### src/verilog/prdt_pkg.sv
// Function
// RULE1: both wrap counters start at one
// RULE2: driver toggles wrap after publishing last slot
// RULE3: device toggles wrap after last slot used
// RULE4: avail flag bit 7, used bit 15
// RULE5: driver sets avail=wrap, used=not wrap
// RULE6: device writes avail and used equal wrap
// RULE7: poll only next slot, circular order
// RULE8: one used descriptor per batch, skip rest
// RULE9: flag value 2 marks device-writable element
// RULE10: used writable flag only if data written
// RULE11: address is element start, length bytes
// RULE12: used length is bytes written, else reserved
// RULE13: each list uses one descriptor type only
// RULE14: exactly one used descriptor per list
// RULE15: list length capped, default queue size
// RULE16: next flag 1 continues chain to following
// RULE17: buffer id taken from last list descriptor
// RULE18: driver publishes list head last
// RULE19: driver sets flags in every list descriptor
// RULE20: driver remembers list length per id
// RULE21: used descriptor overwrites list's first slot
// RULE22: driver ignores next flag in used descriptors
// RULE23: consume only after avail marker changes
// RULE24: start in ring order, use in completion order
// RULE25: available when avail=wrap and used=not wrap
package prdt_pkg;
	// ==========================================================
	// register word indices on the slave bus
	localparam logic [2:0] REG_CTRL      = 3'h0;
	localparam logic [2:0] REG_BASE_LO   = 3'h1;
	localparam logic [2:0] REG_BASE_HI   = 3'h2;
	localparam logic [2:0] REG_RING_SIZE = 3'h3;
	localparam logic [2:0] REG_MAX_CHAIN = 3'h4;
	localparam logic [2:0] REG_STATUS    = 3'h5;
	localparam logic [2:0] REG_POSITION  = 3'h6;
	localparam int CTRL_EN_BIT   = 0;
	localparam int CTRL_CLR_BIT  = 1;
	localparam int STAT_WRAP_BIT = 0;
	localparam int STAT_BUSY_BIT = 1;
	localparam int STAT_ELEN_BIT = 2;
	localparam int STAT_EMIX_BIT = 3;
	localparam int STAT_RWRP_BIT = 4;
	localparam int POS_RD_LSB    = 16;
	// ==========================================================
	// descriptor layout, 16 bytes as one 128-bit word
	localparam int DESC_BYTES_LOG2 = 4;
	localparam int DESC_LEN_LSB    = 64;
	localparam int DESC_ID_LSB     = 96;
	localparam int DESC_FLAGS_LSB  = 112;
	localparam int FLAG_NEXT_BIT   = 0;
	localparam int FLAG_WRITE_BIT  = 1;
	localparam int FLAG_INDIR_BIT  = 2;
	localparam int FLAG_AVAIL_BIT  = 7;
	localparam int FLAG_USED_BIT   = 15;
	localparam logic WRAP_INIT     = 1'b1;
	localparam logic [15:0] RING_SIZE_RST = 16'h0100;
	// ==========================================================
	// timing
	localparam int CLK_PERIOD_NS = 50;
	localparam int POLL_GAP_NS   = 500;
	localparam int POLL_GAP_CYC  = (POLL_GAP_NS + CLK_PERIOD_NS - 1) / CLK_PERIOD_NS;
	// ==========================================================
	// sequencer states
	typedef enum logic [7:0] {
		ST_IDLE = 8'h01,
		ST_PREQ = 8'h02,
		ST_PWAIT = 8'h04,
		ST_GAP = 8'h08,
		ST_ELEM = 8'h10,
		ST_CPL = 8'h20,
		ST_USED = 8'h40,
		ST_ERR = 8'h80
	} prdt_state_e;
endpackage : prdt_pkg

### src/verilog/prdt_tracker.sv
`timescale 1ns/10ps
module prdt_tracker #(
	parameter int IDX_W = 16
)(
	// clock and reset
	input  wire logic                clk_sys,
	input  wire logic                rstn,
	// avalon-mm slave
	input  wire logic [2:0]          avs_address,
	input  wire logic                avs_read,
	input  wire logic                avs_write,
	input  wire logic [31:0]         avs_writedata,
	input  wire logic [3:0]          avs_byteenable,
	output logic      [31:0]         avs_readdata,
	output logic                     avs_waitrequest,
	// descriptor memory master
	output logic                     mem_rd,
	output logic                     mem_wr,
	output logic      [63:0]         mem_addr,
	output logic      [127:0]        mem_wdata,
	input  wire logic                mem_ack,
	input  wire logic [127:0]        mem_rdata,
	// element stream to the datapath
	output logic                     el_valid,
	input  wire logic                el_ready,
	output logic      [63:0]         el_addr,
	output logic      [31:0]         el_len,
	output logic                     el_write,
	output logic                     el_indirect,
	output logic                     el_last,
	// list completion from the datapath
	input  wire logic                cpl_valid,
	output logic                     cpl_ready,
	input  wire logic                cpl_written,
	input  wire logic [31:0]         cpl_len
);
	// ==========================================================
	// registers
	logic                     ctrl_en_r;
	logic [31:0]              base_lo_r;
	logic [31:0]              base_hi_r;
	logic [IDX_W-1:0]         ring_size_r;
	logic [IDX_W-1:0]         max_chain_r;
	logic                     err_len_r;
	logic                     err_mix_r;
	logic                     err_len_set_r;
	logic                     err_mix_set_r;
	logic [31:0]              rdata_nxt;
	logic                     wr_take;
	logic                     clr_err;
	prdt_pkg::prdt_state_e    state_r;
	logic [IDX_W-1:0]         used_idx_r;
	logic                     used_wrap_r;
	logic [IDX_W-1:0]         rd_idx_r;
	logic                     rd_wrap_r;
	logic [IDX_W-1:0]         cnt_r;
	logic                     ind_r;
	logic [15:0]              id_r;
	logic [7:0]               gap_r;
	logic [127:0]             desc;
	logic [15:0]              dflags;
	logic                     slot_avail;
	logic [IDX_W-1:0]         limit;
	logic [IDX_W:0]           used_sum;
	logic [IDX_W-1:0]         used_wrapped;
	logic [IDX_W:0]           used_diff;
	logic [31:0]              ring_size_m;
	logic [31:0]              max_chain_m;

	function automatic logic [31:0] merge(input logic [31:0] old, input logic [31:0] wd, input logic [3:0] be);
		logic [31:0] m;
		m = {{8{be[3]}}, {8{be[2]}}, {8{be[1]}}, {8{be[0]}}};
		merge = (old & ~m) | (wd & m);
	endfunction : merge

	function automatic logic [63:0] slot_addr(input logic [63:0] base, input logic [IDX_W-1:0] idx);
		slot_addr = base + {{(64-IDX_W-prdt_pkg::DESC_BYTES_LOG2){1'b0}}, idx, {prdt_pkg::DESC_BYTES_LOG2{1'b0}}};
	endfunction : slot_addr

	// ==========================================================
	// bus slave: one wait state, request taken when waitrequest low
	assign wr_take = avs_write & ~avs_waitrequest;
	assign clr_err = wr_take & (avs_address == prdt_pkg::REG_CTRL)
		& avs_byteenable[0] & avs_writedata[prdt_pkg::CTRL_CLR_BIT];
	assign ring_size_m = merge({{(32-IDX_W){1'b0}}, ring_size_r}, avs_writedata, avs_byteenable);
	assign max_chain_m = merge({{(32-IDX_W){1'b0}}, max_chain_r}, avs_writedata, avs_byteenable);

	always_ff @(posedge clk_sys or negedge rstn)
	begin
		if (!rstn)
			avs_waitrequest <= 1'b1;
		else
			avs_waitrequest <= ~((avs_read | avs_write) & avs_waitrequest);
	end

	always_comb
	begin
		rdata_nxt = 32'h0000_0000;
		case (avs_address)
			prdt_pkg::REG_CTRL:      rdata_nxt[prdt_pkg::CTRL_EN_BIT] = ctrl_en_r;
			prdt_pkg::REG_BASE_LO:   rdata_nxt = base_lo_r;
			prdt_pkg::REG_BASE_HI:   rdata_nxt = base_hi_r;
			prdt_pkg::REG_RING_SIZE: rdata_nxt[IDX_W-1:0] = ring_size_r;
			prdt_pkg::REG_MAX_CHAIN: rdata_nxt[IDX_W-1:0] = max_chain_r;
			prdt_pkg::REG_STATUS:
			begin
				rdata_nxt[prdt_pkg::STAT_WRAP_BIT] = used_wrap_r;
				rdata_nxt[prdt_pkg::STAT_BUSY_BIT] = (state_r != prdt_pkg::ST_IDLE);
				rdata_nxt[prdt_pkg::STAT_ELEN_BIT] = err_len_r;
				rdata_nxt[prdt_pkg::STAT_EMIX_BIT] = err_mix_r;
				rdata_nxt[prdt_pkg::STAT_RWRP_BIT] = rd_wrap_r;
			end
			prdt_pkg::REG_POSITION:
			begin
				rdata_nxt[IDX_W-1:0] = used_idx_r;
				rdata_nxt[prdt_pkg::POS_RD_LSB +: IDX_W] = rd_idx_r;
			end
			default: rdata_nxt = 32'h0000_0000;
		endcase
	end

	always_ff @(posedge clk_sys or negedge rstn)
	begin
		if (!rstn)
			avs_readdata <= 32'h0000_0000;
		else if (avs_read & avs_waitrequest)
			avs_readdata <= rdata_nxt;
	end

	always_ff @(posedge clk_sys or negedge rstn)
	begin
		if (!rstn)
		begin
			ctrl_en_r   <= 1'b0;
			base_lo_r   <= 32'h0000_0000;
			base_hi_r   <= 32'h0000_0000;
			ring_size_r <= prdt_pkg::RING_SIZE_RST[IDX_W-1:0];
			max_chain_r <= '0;
		end
		else if (wr_take)
		begin
			case (avs_address)
				prdt_pkg::REG_CTRL:
					if (avs_byteenable[0])
						ctrl_en_r <= avs_writedata[prdt_pkg::CTRL_EN_BIT];
				prdt_pkg::REG_BASE_LO:   base_lo_r <= merge(base_lo_r, avs_writedata, avs_byteenable);
				prdt_pkg::REG_BASE_HI:   base_hi_r <= merge(base_hi_r, avs_writedata, avs_byteenable);
				prdt_pkg::REG_RING_SIZE: ring_size_r <= ring_size_m[IDX_W-1:0];
				prdt_pkg::REG_MAX_CHAIN: max_chain_r <= max_chain_m[IDX_W-1:0];
				default: ;
			endcase
		end
	end

	// sticky errors; a set in the same cycle as a clear wins
	always_ff @(posedge clk_sys or negedge rstn)
	begin
		if (!rstn)
		begin
			err_len_r <= 1'b0;
			err_mix_r <= 1'b0;
		end
		else
		begin
			if (err_len_set_r)
				err_len_r <= 1'b1;
			else if (clr_err)
				err_len_r <= 1'b0;
			if (err_mix_set_r)
				err_mix_r <= 1'b1;
			else if (clr_err)
				err_mix_r <= 1'b0;
		end
	end

	// ==========================================================
	// descriptor decode
	assign desc   = mem_rdata;
	assign dflags = desc[prdt_pkg::DESC_FLAGS_LSB +: 16];
	// zeroed ring never matches a wrap of one, so untouched slots stay unseen
	assign slot_avail = (dflags[prdt_pkg::FLAG_AVAIL_BIT] == rd_wrap_r)
		&& (dflags[prdt_pkg::FLAG_USED_BIT] != rd_wrap_r); // RULE4 RULE23 RULE25
	// no cap or a cap beyond the ring falls back to the queue size
	assign limit = ((max_chain_r == '0) || (max_chain_r > ring_size_r)) ? ring_size_r : max_chain_r; // RULE15
	assign used_sum = {1'b0, used_idx_r} + {1'b0, cnt_r};
	assign used_diff = used_sum - {1'b0, ring_size_r};
	assign used_wrapped = (used_sum >= {1'b0, ring_size_r}) ? used_diff[IDX_W-1:0] : used_sum[IDX_W-1:0];

	// ==========================================================
	// sequencer: one list in flight, so lists complete in ring order
	always_ff @(posedge clk_sys or negedge rstn)
	begin
		if (!rstn)
		begin
			state_r       <= prdt_pkg::ST_IDLE;
			used_idx_r    <= '0;
			used_wrap_r   <= prdt_pkg::WRAP_INIT;
			rd_idx_r      <= '0;
			rd_wrap_r     <= prdt_pkg::WRAP_INIT;
			cnt_r         <= '0;
			ind_r         <= 1'b0;
			id_r          <= 16'h0000;
			gap_r         <= 8'h00;
			mem_rd        <= 1'b0;
			mem_wr        <= 1'b0;
			mem_addr      <= 64'h0000_0000_0000_0000;
			mem_wdata     <= 128'h0;
			el_valid      <= 1'b0;
			el_addr       <= 64'h0000_0000_0000_0000;
			el_len        <= 32'h0000_0000;
			el_write      <= 1'b0;
			el_indirect   <= 1'b0;
			el_last       <= 1'b0;
			cpl_ready     <= 1'b0;
			err_len_set_r <= 1'b0;
			err_mix_set_r <= 1'b0;
		end
		else
		begin
			err_len_set_r <= 1'b0;
			err_mix_set_r <= 1'b0;
			// disable waits for an outstanding memory cycle to finish
			if (!ctrl_en_r && state_r != prdt_pkg::ST_PWAIT && state_r != prdt_pkg::ST_USED)
			begin
				state_r   <= prdt_pkg::ST_IDLE;
				el_valid  <= 1'b0;
				cpl_ready <= 1'b0;
			end
			else
			begin
				case (state_r)
					prdt_pkg::ST_IDLE:
					begin
						used_idx_r  <= '0;
						used_wrap_r <= prdt_pkg::WRAP_INIT; // RULE1
						rd_idx_r    <= '0;
						rd_wrap_r   <= prdt_pkg::WRAP_INIT; // RULE1
						cnt_r       <= '0;
						state_r     <= prdt_pkg::ST_PREQ;
					end
					prdt_pkg::ST_PREQ:
					begin
						mem_rd   <= 1'b1;
						mem_addr <= slot_addr({base_hi_r, base_lo_r}, rd_idx_r); // RULE7
						state_r  <= prdt_pkg::ST_PWAIT;
					end
					prdt_pkg::ST_PWAIT:
						if (mem_ack)
						begin
							mem_rd <= 1'b0;
							if (!slot_avail)
							begin
								gap_r   <= 8'(prdt_pkg::POLL_GAP_CYC);
								state_r <= prdt_pkg::ST_GAP;
							end
							else if (cnt_r != '0 && dflags[prdt_pkg::FLAG_INDIR_BIT] != ind_r)
							begin
								err_mix_set_r <= 1'b1; // RULE13
								state_r       <= prdt_pkg::ST_ERR;
							end
							else if (cnt_r >= limit)
							begin
								err_len_set_r <= 1'b1; // RULE15
								state_r       <= prdt_pkg::ST_ERR;
							end
							else
							begin
								if (cnt_r == '0)
									ind_r <= dflags[prdt_pkg::FLAG_INDIR_BIT];
								cnt_r       <= cnt_r + 1'b1;
								el_addr     <= desc[63:0]; // RULE11
								el_len      <= desc[prdt_pkg::DESC_LEN_LSB +: 32]; // RULE11
								el_write    <= dflags[prdt_pkg::FLAG_WRITE_BIT]; // RULE9
								el_indirect <= dflags[prdt_pkg::FLAG_INDIR_BIT];
								el_last     <= ~dflags[prdt_pkg::FLAG_NEXT_BIT];
								id_r        <= desc[prdt_pkg::DESC_ID_LSB +: 16]; // RULE17
								el_valid    <= 1'b1; // RULE24
								state_r     <= prdt_pkg::ST_ELEM;
							end
						end
					prdt_pkg::ST_GAP:
						// back off so an idle ring does not saturate memory
						if (gap_r <= 8'h01)
							state_r <= prdt_pkg::ST_PREQ;
						else
							gap_r <= gap_r - 8'h01;
					prdt_pkg::ST_ELEM:
						if (el_ready)
						begin
							el_valid <= 1'b0;
							if (!el_last)
							begin
								// chain continues into the next slot
								if (rd_idx_r == ring_size_r - 1'b1)
								begin
									rd_idx_r  <= '0;
									rd_wrap_r <= ~rd_wrap_r;
								end
								else
									rd_idx_r <= rd_idx_r + 1'b1;
								state_r <= prdt_pkg::ST_PREQ; // RULE16
							end
							else
							begin
								cpl_ready <= 1'b1;
								state_r   <= prdt_pkg::ST_CPL;
							end
						end
					prdt_pkg::ST_CPL:
						if (cpl_valid)
						begin
							cpl_ready <= 1'b0;
							mem_wr    <= 1'b1;
							mem_addr  <= slot_addr({base_hi_r, base_lo_r}, used_idx_r); // RULE14 RULE21
							mem_wdata <= {
								used_wrap_r, 7'h00, used_wrap_r, 5'h00, cpl_written, 1'b0, // RULE6 RULE10
								id_r, // RULE8 RULE17
								cpl_written ? cpl_len : 32'h0000_0000, // RULE12
								64'h0000_0000_0000_0000};
							state_r   <= prdt_pkg::ST_USED;
						end
					prdt_pkg::ST_USED:
						if (mem_ack)
						begin
							mem_wr <= 1'b0;
							// skip the rest of the list; toggle only once it is marked used
							used_idx_r <= used_wrapped; // RULE8
							rd_idx_r   <= used_wrapped;
							if (used_sum >= {1'b0, ring_size_r})
							begin
								used_wrap_r <= ~used_wrap_r; // RULE3
								rd_wrap_r   <= ~used_wrap_r;
							end
							else
								rd_wrap_r <= used_wrap_r;
							cnt_r   <= '0;
							state_r <= ctrl_en_r ? prdt_pkg::ST_PREQ : prdt_pkg::ST_IDLE;
						end
					prdt_pkg::ST_ERR: ;
					default: state_r <= prdt_pkg::ST_IDLE;
				endcase
			end
		end
	end
endmodule : prdt_tracker
### config.mk
export PLATFORM = sky130hd
export DESIGN_NAME = prdt_tracker
export DESIGN_NICKNAME = d
export VERILOG_FILES = /design/src/verilog/prdt_pkg.sv /design/src/verilog/prdt_tracker.sv
export SDC_FILE = /design/constraint.sdc
export NUM_CORES = 1
export LEC_CHECK = 0
export BUFFER_PORTS_ARGS = -buffer_cell sky130_fd_sc_hd__clkbuf_2
export CORE_MARGIN = 2
export CORE_UTILIZATION = 55
export CTS_CLUSTER_SIZE = 10
export DETAILED_ROUTE_END_ITERATION = 6
export GPL_TIMING_DRIVEN = 0
export PLACE_DENSITY = 0.91
export SLEW_MARGIN = 20
export SYNTH_ARGS = -nofsm -noshare
export SYNTH_HDL_FRONTEND = slang
export SYNTH_SLANG_ARGS = --single-unit
export TNS_END_PERCENT = 50
### constraint.sdc
create_clock -name clk_sys -period 7 [get_ports clk_sys]
set_input_delay 0 -clock clk_sys [delete_from_list [all_inputs] [get_ports clk_sys]]
set_output_delay 0 -clock clk_sys [all_outputs]
set_load 0.01 [all_outputs]
### Word level (Yosys, flattened, before mapping)

Index checks and enable logic that the tools add are counted.

| operators by class | value |
|---|---|
| add/subtract/negate cells | 8 |
| order comparisons | 4 |
| equal/unequal tests | 42 |
| muxes and demuxes | 74 |
| bitwise operators | 25 |
| reduce and logical (&&, ||, !) cells | 40 |

Operator list:

| operator | count |
|---|---|
| $mux W16 | 11 |
| $pmux W16 S3 | 3 |
| $add A64 B20 Y64 | 2 |
| $pmux W64 S2 | 1 |
| $and A32 B32 Y32 | 3 |
| $mux W8 | 12 |
| $mux W64 | 1 |
| $or A32 B32 Y32 | 2 |
| $pmux W8 S8 | 1 |
| $pmux W11 S5 | 1 |
| $add A16 B1 Y16 const B | 2 |
| $and A16 B16 Y16 | 2 |
| $logic_not A16 Y1 | 2 |
| $mux W32 | 1 |
| $not A32 Y32 | 1 |
| $or A16 B16 Y16 | 2 |
| $pmux W16 S2 | 1 |
| $mux W1 | 31 |
| $ne A3 B3 Y1 const B | 9 |
| $ne A2 B2 Y1 const B | 12 |
| $pmux W4 S6 | 1 |
| $reduce_and A6 Y1 | 4 |
| $add A16 B16 Y17 | 1 |
| $ge A17 B16 Y1 | 1 |
| 44 further kinds | 86 |

| storage, ports and cells | value |
|---|---|
| flip-flop bits (word level) | 434 |
| input port bits | 207 |
| output and inout bits | 328 |
| word-level logic and storage cells | 224 |

### Depth between registers and ports, before layout

| logic depth | value |
|---|---|
| depth after elaboration | 10 |
| mapped depth | 22 |
| mapped depth without buffers | 19 |

### Least setup slack after synthesis

Ideal clock, no wire load.

| timing path | value |
|---|---|
| kind | register -> register |
| start | reg with a tool-made name |
| end | reg el_addr[0] |
| setup time | 0.125 ns |
| data arrival time | 4.763 ns |
| required time | 6.875 ns |
| path slack | 2.112 ns |
| stages on the path, launching flop included | 22 |
| buffers on the path | 4 |
| clock period less this slack | 4.888 ns |
| cells stage by stage | dfrtp_1 clkbuf_1 inv_1 ha_1 nand4_1 or2_2 inv_1 nand4_1 a21oi_1 o21ai_0 nand2_1 clkbuf_1 mux2i_1 ha_1 nand4_1 nor2_1 a221oi_1 o21ai_0 a211oi_1 clkbuf_1 buf_2 mux2_2 |

RTL lines:

| element | line | source |
|---|---|---|
| end signal, assigned | prdt_tracker.sv:271 | `el_addr <= desc[63:0];` |
| end, declared | prdt_tracker.sv:26 | `output logic [63:0] el_addr,` |

==> results.md <==
- Run status: finished clean
- Startpoint kind of the worst setup timing path: flop
- Maximum clock insertion buffer count: 3
- Height of the die: 211 um
- Min-Delay Path Class: input pin to async pin
- Synthesis-to-finish area growth: 28.9%
- Worst-path fanout max: 10
- Setup slack at placement: between 0.2 and 0.3 ns
- Via density: between 6 and 7
- Overall routed net length: 87,300 um
- Row cnt: 75
- Count of unique library cells instantiated by Yosys: 74
- Top flip-flop cell by instance count after synthesis: dfrtp_1
- Bufs and invs on worst path: 6
- Wire length of the first global-routing pass: about 130,000 um
- Mapped Avg Cell Area: roughly 10 sq um
- Crit path cell chain: clkbuf_1 -> inv_1 -> ha_1 -> nand4_1 -> or2_2 -> inv_1 -> nand4_1 -> a21oi_1 -> o21ai_0 -> nand2_1 -> clkbuf_1 -> mux2i_1 -> ha_1 -> nand4_1 -> nor2_1 -> a221oi_1 -> o21ai_0 -> a211oi_4 -> clkbuf_1 -> buf_2 -> mux2_2
- Worst slew margin: 0.289
- Total iterations of the first detailed-routing run: 7
- Share of the cycle needed by the critical path after routing: 0.957
- Fmax achieved: ~0.15 GHz
- Post-DP HPWL: between 60,000 and 70,000 um
- Core Footprint: 42,100 sq um
- Kind of end point of the critical path: flop
- Width of the die: between 200 and 250 um
- Portion of the post-synthesis area used by sequential elements: 0.462
- First DRT Iteration DRCs: 2,663
- Leading cell type in the layout, fill and taps excluded: clkbuf_2
- Post-layout worst setup margin: between 0.3 and 0.4 ns
- Reg-to-reg setup timing slack: between 0.3 and 0.4 ns
- Worst r2r path cells: 21
- Unrepaired setup endpoints after global routing: false
- Antenna viol nets, final: 0
- Final GP Congestion: 0.949
- Pin count of the biggest net entering global routing: just under 100
- Number of cells produced by synthesis: about 2,300
- Worst endpoint required time: approximately 7.5 ns
- Clock latency at the later pin of the worst-skew pair: 0.62 ns
- Pins over their slew limit: 0
- Layout cell share with drive strength beyond 1: 0.293
- Capture point of the worst reg-to-reg path: id_r[6]$_DFFE_PN0P_
- Peak supply drop: 0.224 mV
- Warnings from Yosys: 0
- WS Path Type: flop to flop
- PwrDens: approximately 230 nW/um^2
- Number of clock buffers inserted by TritonCTS: 50
- Count of clock tree sinks: about 430
- Highest-count cells in the layout ignoring fill and taps: 443 x clkbuf_2, 429 x dfrtp_1, 269 x mux2_2
- Setup skew after layout: 0.0378 ns
- Per-cell routed wire length: about 24 um
- Endpoints failing setup: 0
- Net count, final: between 3,000 and 4,000
- CTS H-tree depth: 2
- Total of flip-flops plus latches after synthesis: approximately 430
- Input/output buffers: about 440
- Clock period minus final worst setup slack: about 6.7 ns
- Number of hold-slack violations in the final timing report: 0
- Antenna violations before repair: 13
- Congestion Overflow GR: 0
- Finished Core Util: 0.720
- Arrival @ worst endpoint: about 7 ns
- Actual transition at the worst max-transition pin: 1.07 ns
- Via count of the first global-routing pass: roughly 22,000
- Root buffer cell: clkbuf_16
- Clock tree from TritonCTS: done
- I/O pins: ~540
- Maximum capacitance violations: 0
- Worst stage delay on the critical path: around 0.64 ns
- Number of inserted filler cells in the final layout: about 2,800
- Post-synthesis instance area: approximately 24,000 sq um
- Overall track demand over capacity in global routing: 0.384
- Initial Utilization: 0.559
- Cell with the largest stage delay on the worst path: clkbuf_1
- Post-CTS clock slew at the launch and capture registers of the worst setup and hold paths: approximately 0.06 ns
- Number of synthesized flops with an enable pin: 0
- Static leakage: 15.2 nW
- Fraction of synthesis flops using an asynchronous set or reset pin: 1.00
- Power consumption: 0.00698 W
- # DRC: 0
- Family with the most delay on the worst path: buffers and inverters
- Routed vias: 22,056
- Worst hold margin: roughly 0.0090 ns
- Die Footprint: 44,500 sq um
## synthesized netlist by cell type (8+ instances only)
| master | instances | share of area |
|---|---|---|
| a21oi_1 | 69 | 0.015 |
| nand4_1 | 40 | 0.011 |
| inv_1 | 48 | 0.0077 |
| o22ai_1 | 14 | 0.0037 |
| nand3_1 | 54 | 0.011 |
| buf_2 | 13 | 0.0028 |
| clkbuf_1 | 92 | 0.015 |
| o211ai_1 | 9 | 0.0029 |
| nor4_1 | 17 | 0.0045 |
| a221o_1 | 8 | 0.0034 |
| and2_1 | 10 | 0.0027 |
| and3_1 | 19 | 0.0051 |
| a221oi_1 | 8 | 0.0030 |
| mux2i_1 | 34 | 0.014 |
| ha_1 | 86 | 0.046 |
| buf_4 | 79 | 0.025 |
| a2111oi_0 | 10 | 0.0037 |
| nand2b_1 | 15 | 0.0040 |
| a22oi_1 | 31 | 0.0099 |
| xor2_1 | 43 | 0.016 |
| o31ai_1 | 9 | 0.0029 |
| nor2_1 | 111 | 0.018 |
| a21o_1 | 46 | 0.015 |
| xnor2_1 | 78 | 0.029 |
| o21ai_0 | 167 | 0.036 |
| a31oi_1 | 12 | 0.0032 |
| or3_1 | 13 | 0.0035 |
| nor2b_1 | 25 | 0.0066 |
| a211oi_1 | 20 | 0.0064 |
| mux2_2 | 269 | 0.13 |
| nand2_1 | 238 | 0.038 |
| dfrtp_1 | 429 | 0.46 |
| nor3_1 | 27 | 0.0057 |
| a22o_1 | 15 | 0.0056 |
## worst reg2reg max path: cells and delay by family, from the launching register on
family                   cells  cell delay (ns)
buffers and inverters        6             2.27
AO/OA/AOI/OAI                5             1.53
AND/OR/NAND/NOR              6             1.15
multiplexers                 2             0.71
adder cells (fa/ha/maj)      2             0.63
flip-flops                   1             0.32
## per-layer routing
| metal | part of all wire | global-route usage | vias up |
|---|---|---|---|
| met3 | 0.094 | 0.0751 | 412 |
| met2 | 0.48 | 0.647 | 1495 |
| met5 | 0.00017 | 0 | - |
| met4 | 0.067 | 0.224 | 2 |
| met1 | 0.36 | 0.461 | 10641 |
| li1 | - | - | 9506 |
## repair_timing
item	4_1_cts	5_1_grt
buffers inserted	0	0
hold buffers	191	0
endpoints found under the setup margin	0	22
gates resized for setup	0	1
hold endpoints to repair	436	0
## cells by family after synthesis
| family | Yosys count | synth area share |
|---|---|---|
| flops | 434 | 0.462 |
| xor+xnor | 121 | 0.0450 |
| compound gates | 472 | 0.129 |
| fa+ha+maj | 89 | 0.0483 |
| buf+inv | 240 | 0.0519 |
| mux | 303 | 0.143 |
| other cells | 1 | 0.000159 |
| simple gates | 602 | 0.121 |
## area by class of cell
| type | count | area [sq um] | share of cell area |
|---|---|---|---|
| Antenna cell | 13 | 32.5 | 0.00107 |
| Buffer | 192 | 1040 | 0.0344 |
| Clock buffer | 79 | 1410 | 0.0465 |
| Clock inverter | 4 | 85.1 | 0.00280 |
| Inverter | 48 | 180 | 0.00594 |
| Multi-Input combinational cell | 1664 | 11800 | 0.387 |
| Sequential cell | 434 | 10900 | 0.358 |
| Tap cell | 539 | 674 | 0.0222 |
| Timing Repair Buffer | 639 | 4290 | 0.142 |
## report_power, final
part / switching [W] / internal, W
Combinational: 0.000857 / 0.000686
Sequential: 0.000254 / 0.00270
Clock: 0.00107 / 0.00141
## metrics by stage
step	TNS, ns	std cells	cell area (sq um)
finish	0	3612	30300
global route	0	3610	30300
CTS	0	3599	30300
detailed placement	0	3325	26900
global placement	-1392.17	3320	26700
floorplan	0	2338	23800
## how the worst max path moves through the flow
stage | startpoint | endpoint | slack (ns) | depth (start not counted)
floorplan | flop | el_addr[0]$_DFFE_PN0P_ | 2.11 | 21
global placement | rstn | id_r[4]$_DFFE_PN0P_ | -3.27 | 1
detailed placement | flop | id_r[5]$_DFFE_PN0P_ | 0.30 | 21
CTS | flop | id_r[5]$_DFFE_PN0P_ | 0.32 | 21
global route | flop | id_r[6]$_DFFE_PN0P_ | 0.05 | 21
finish | flop | id_r[6]$_DFFE_PN0P_ | 0.30 | 21
Power figures use the tool's default switching activity.
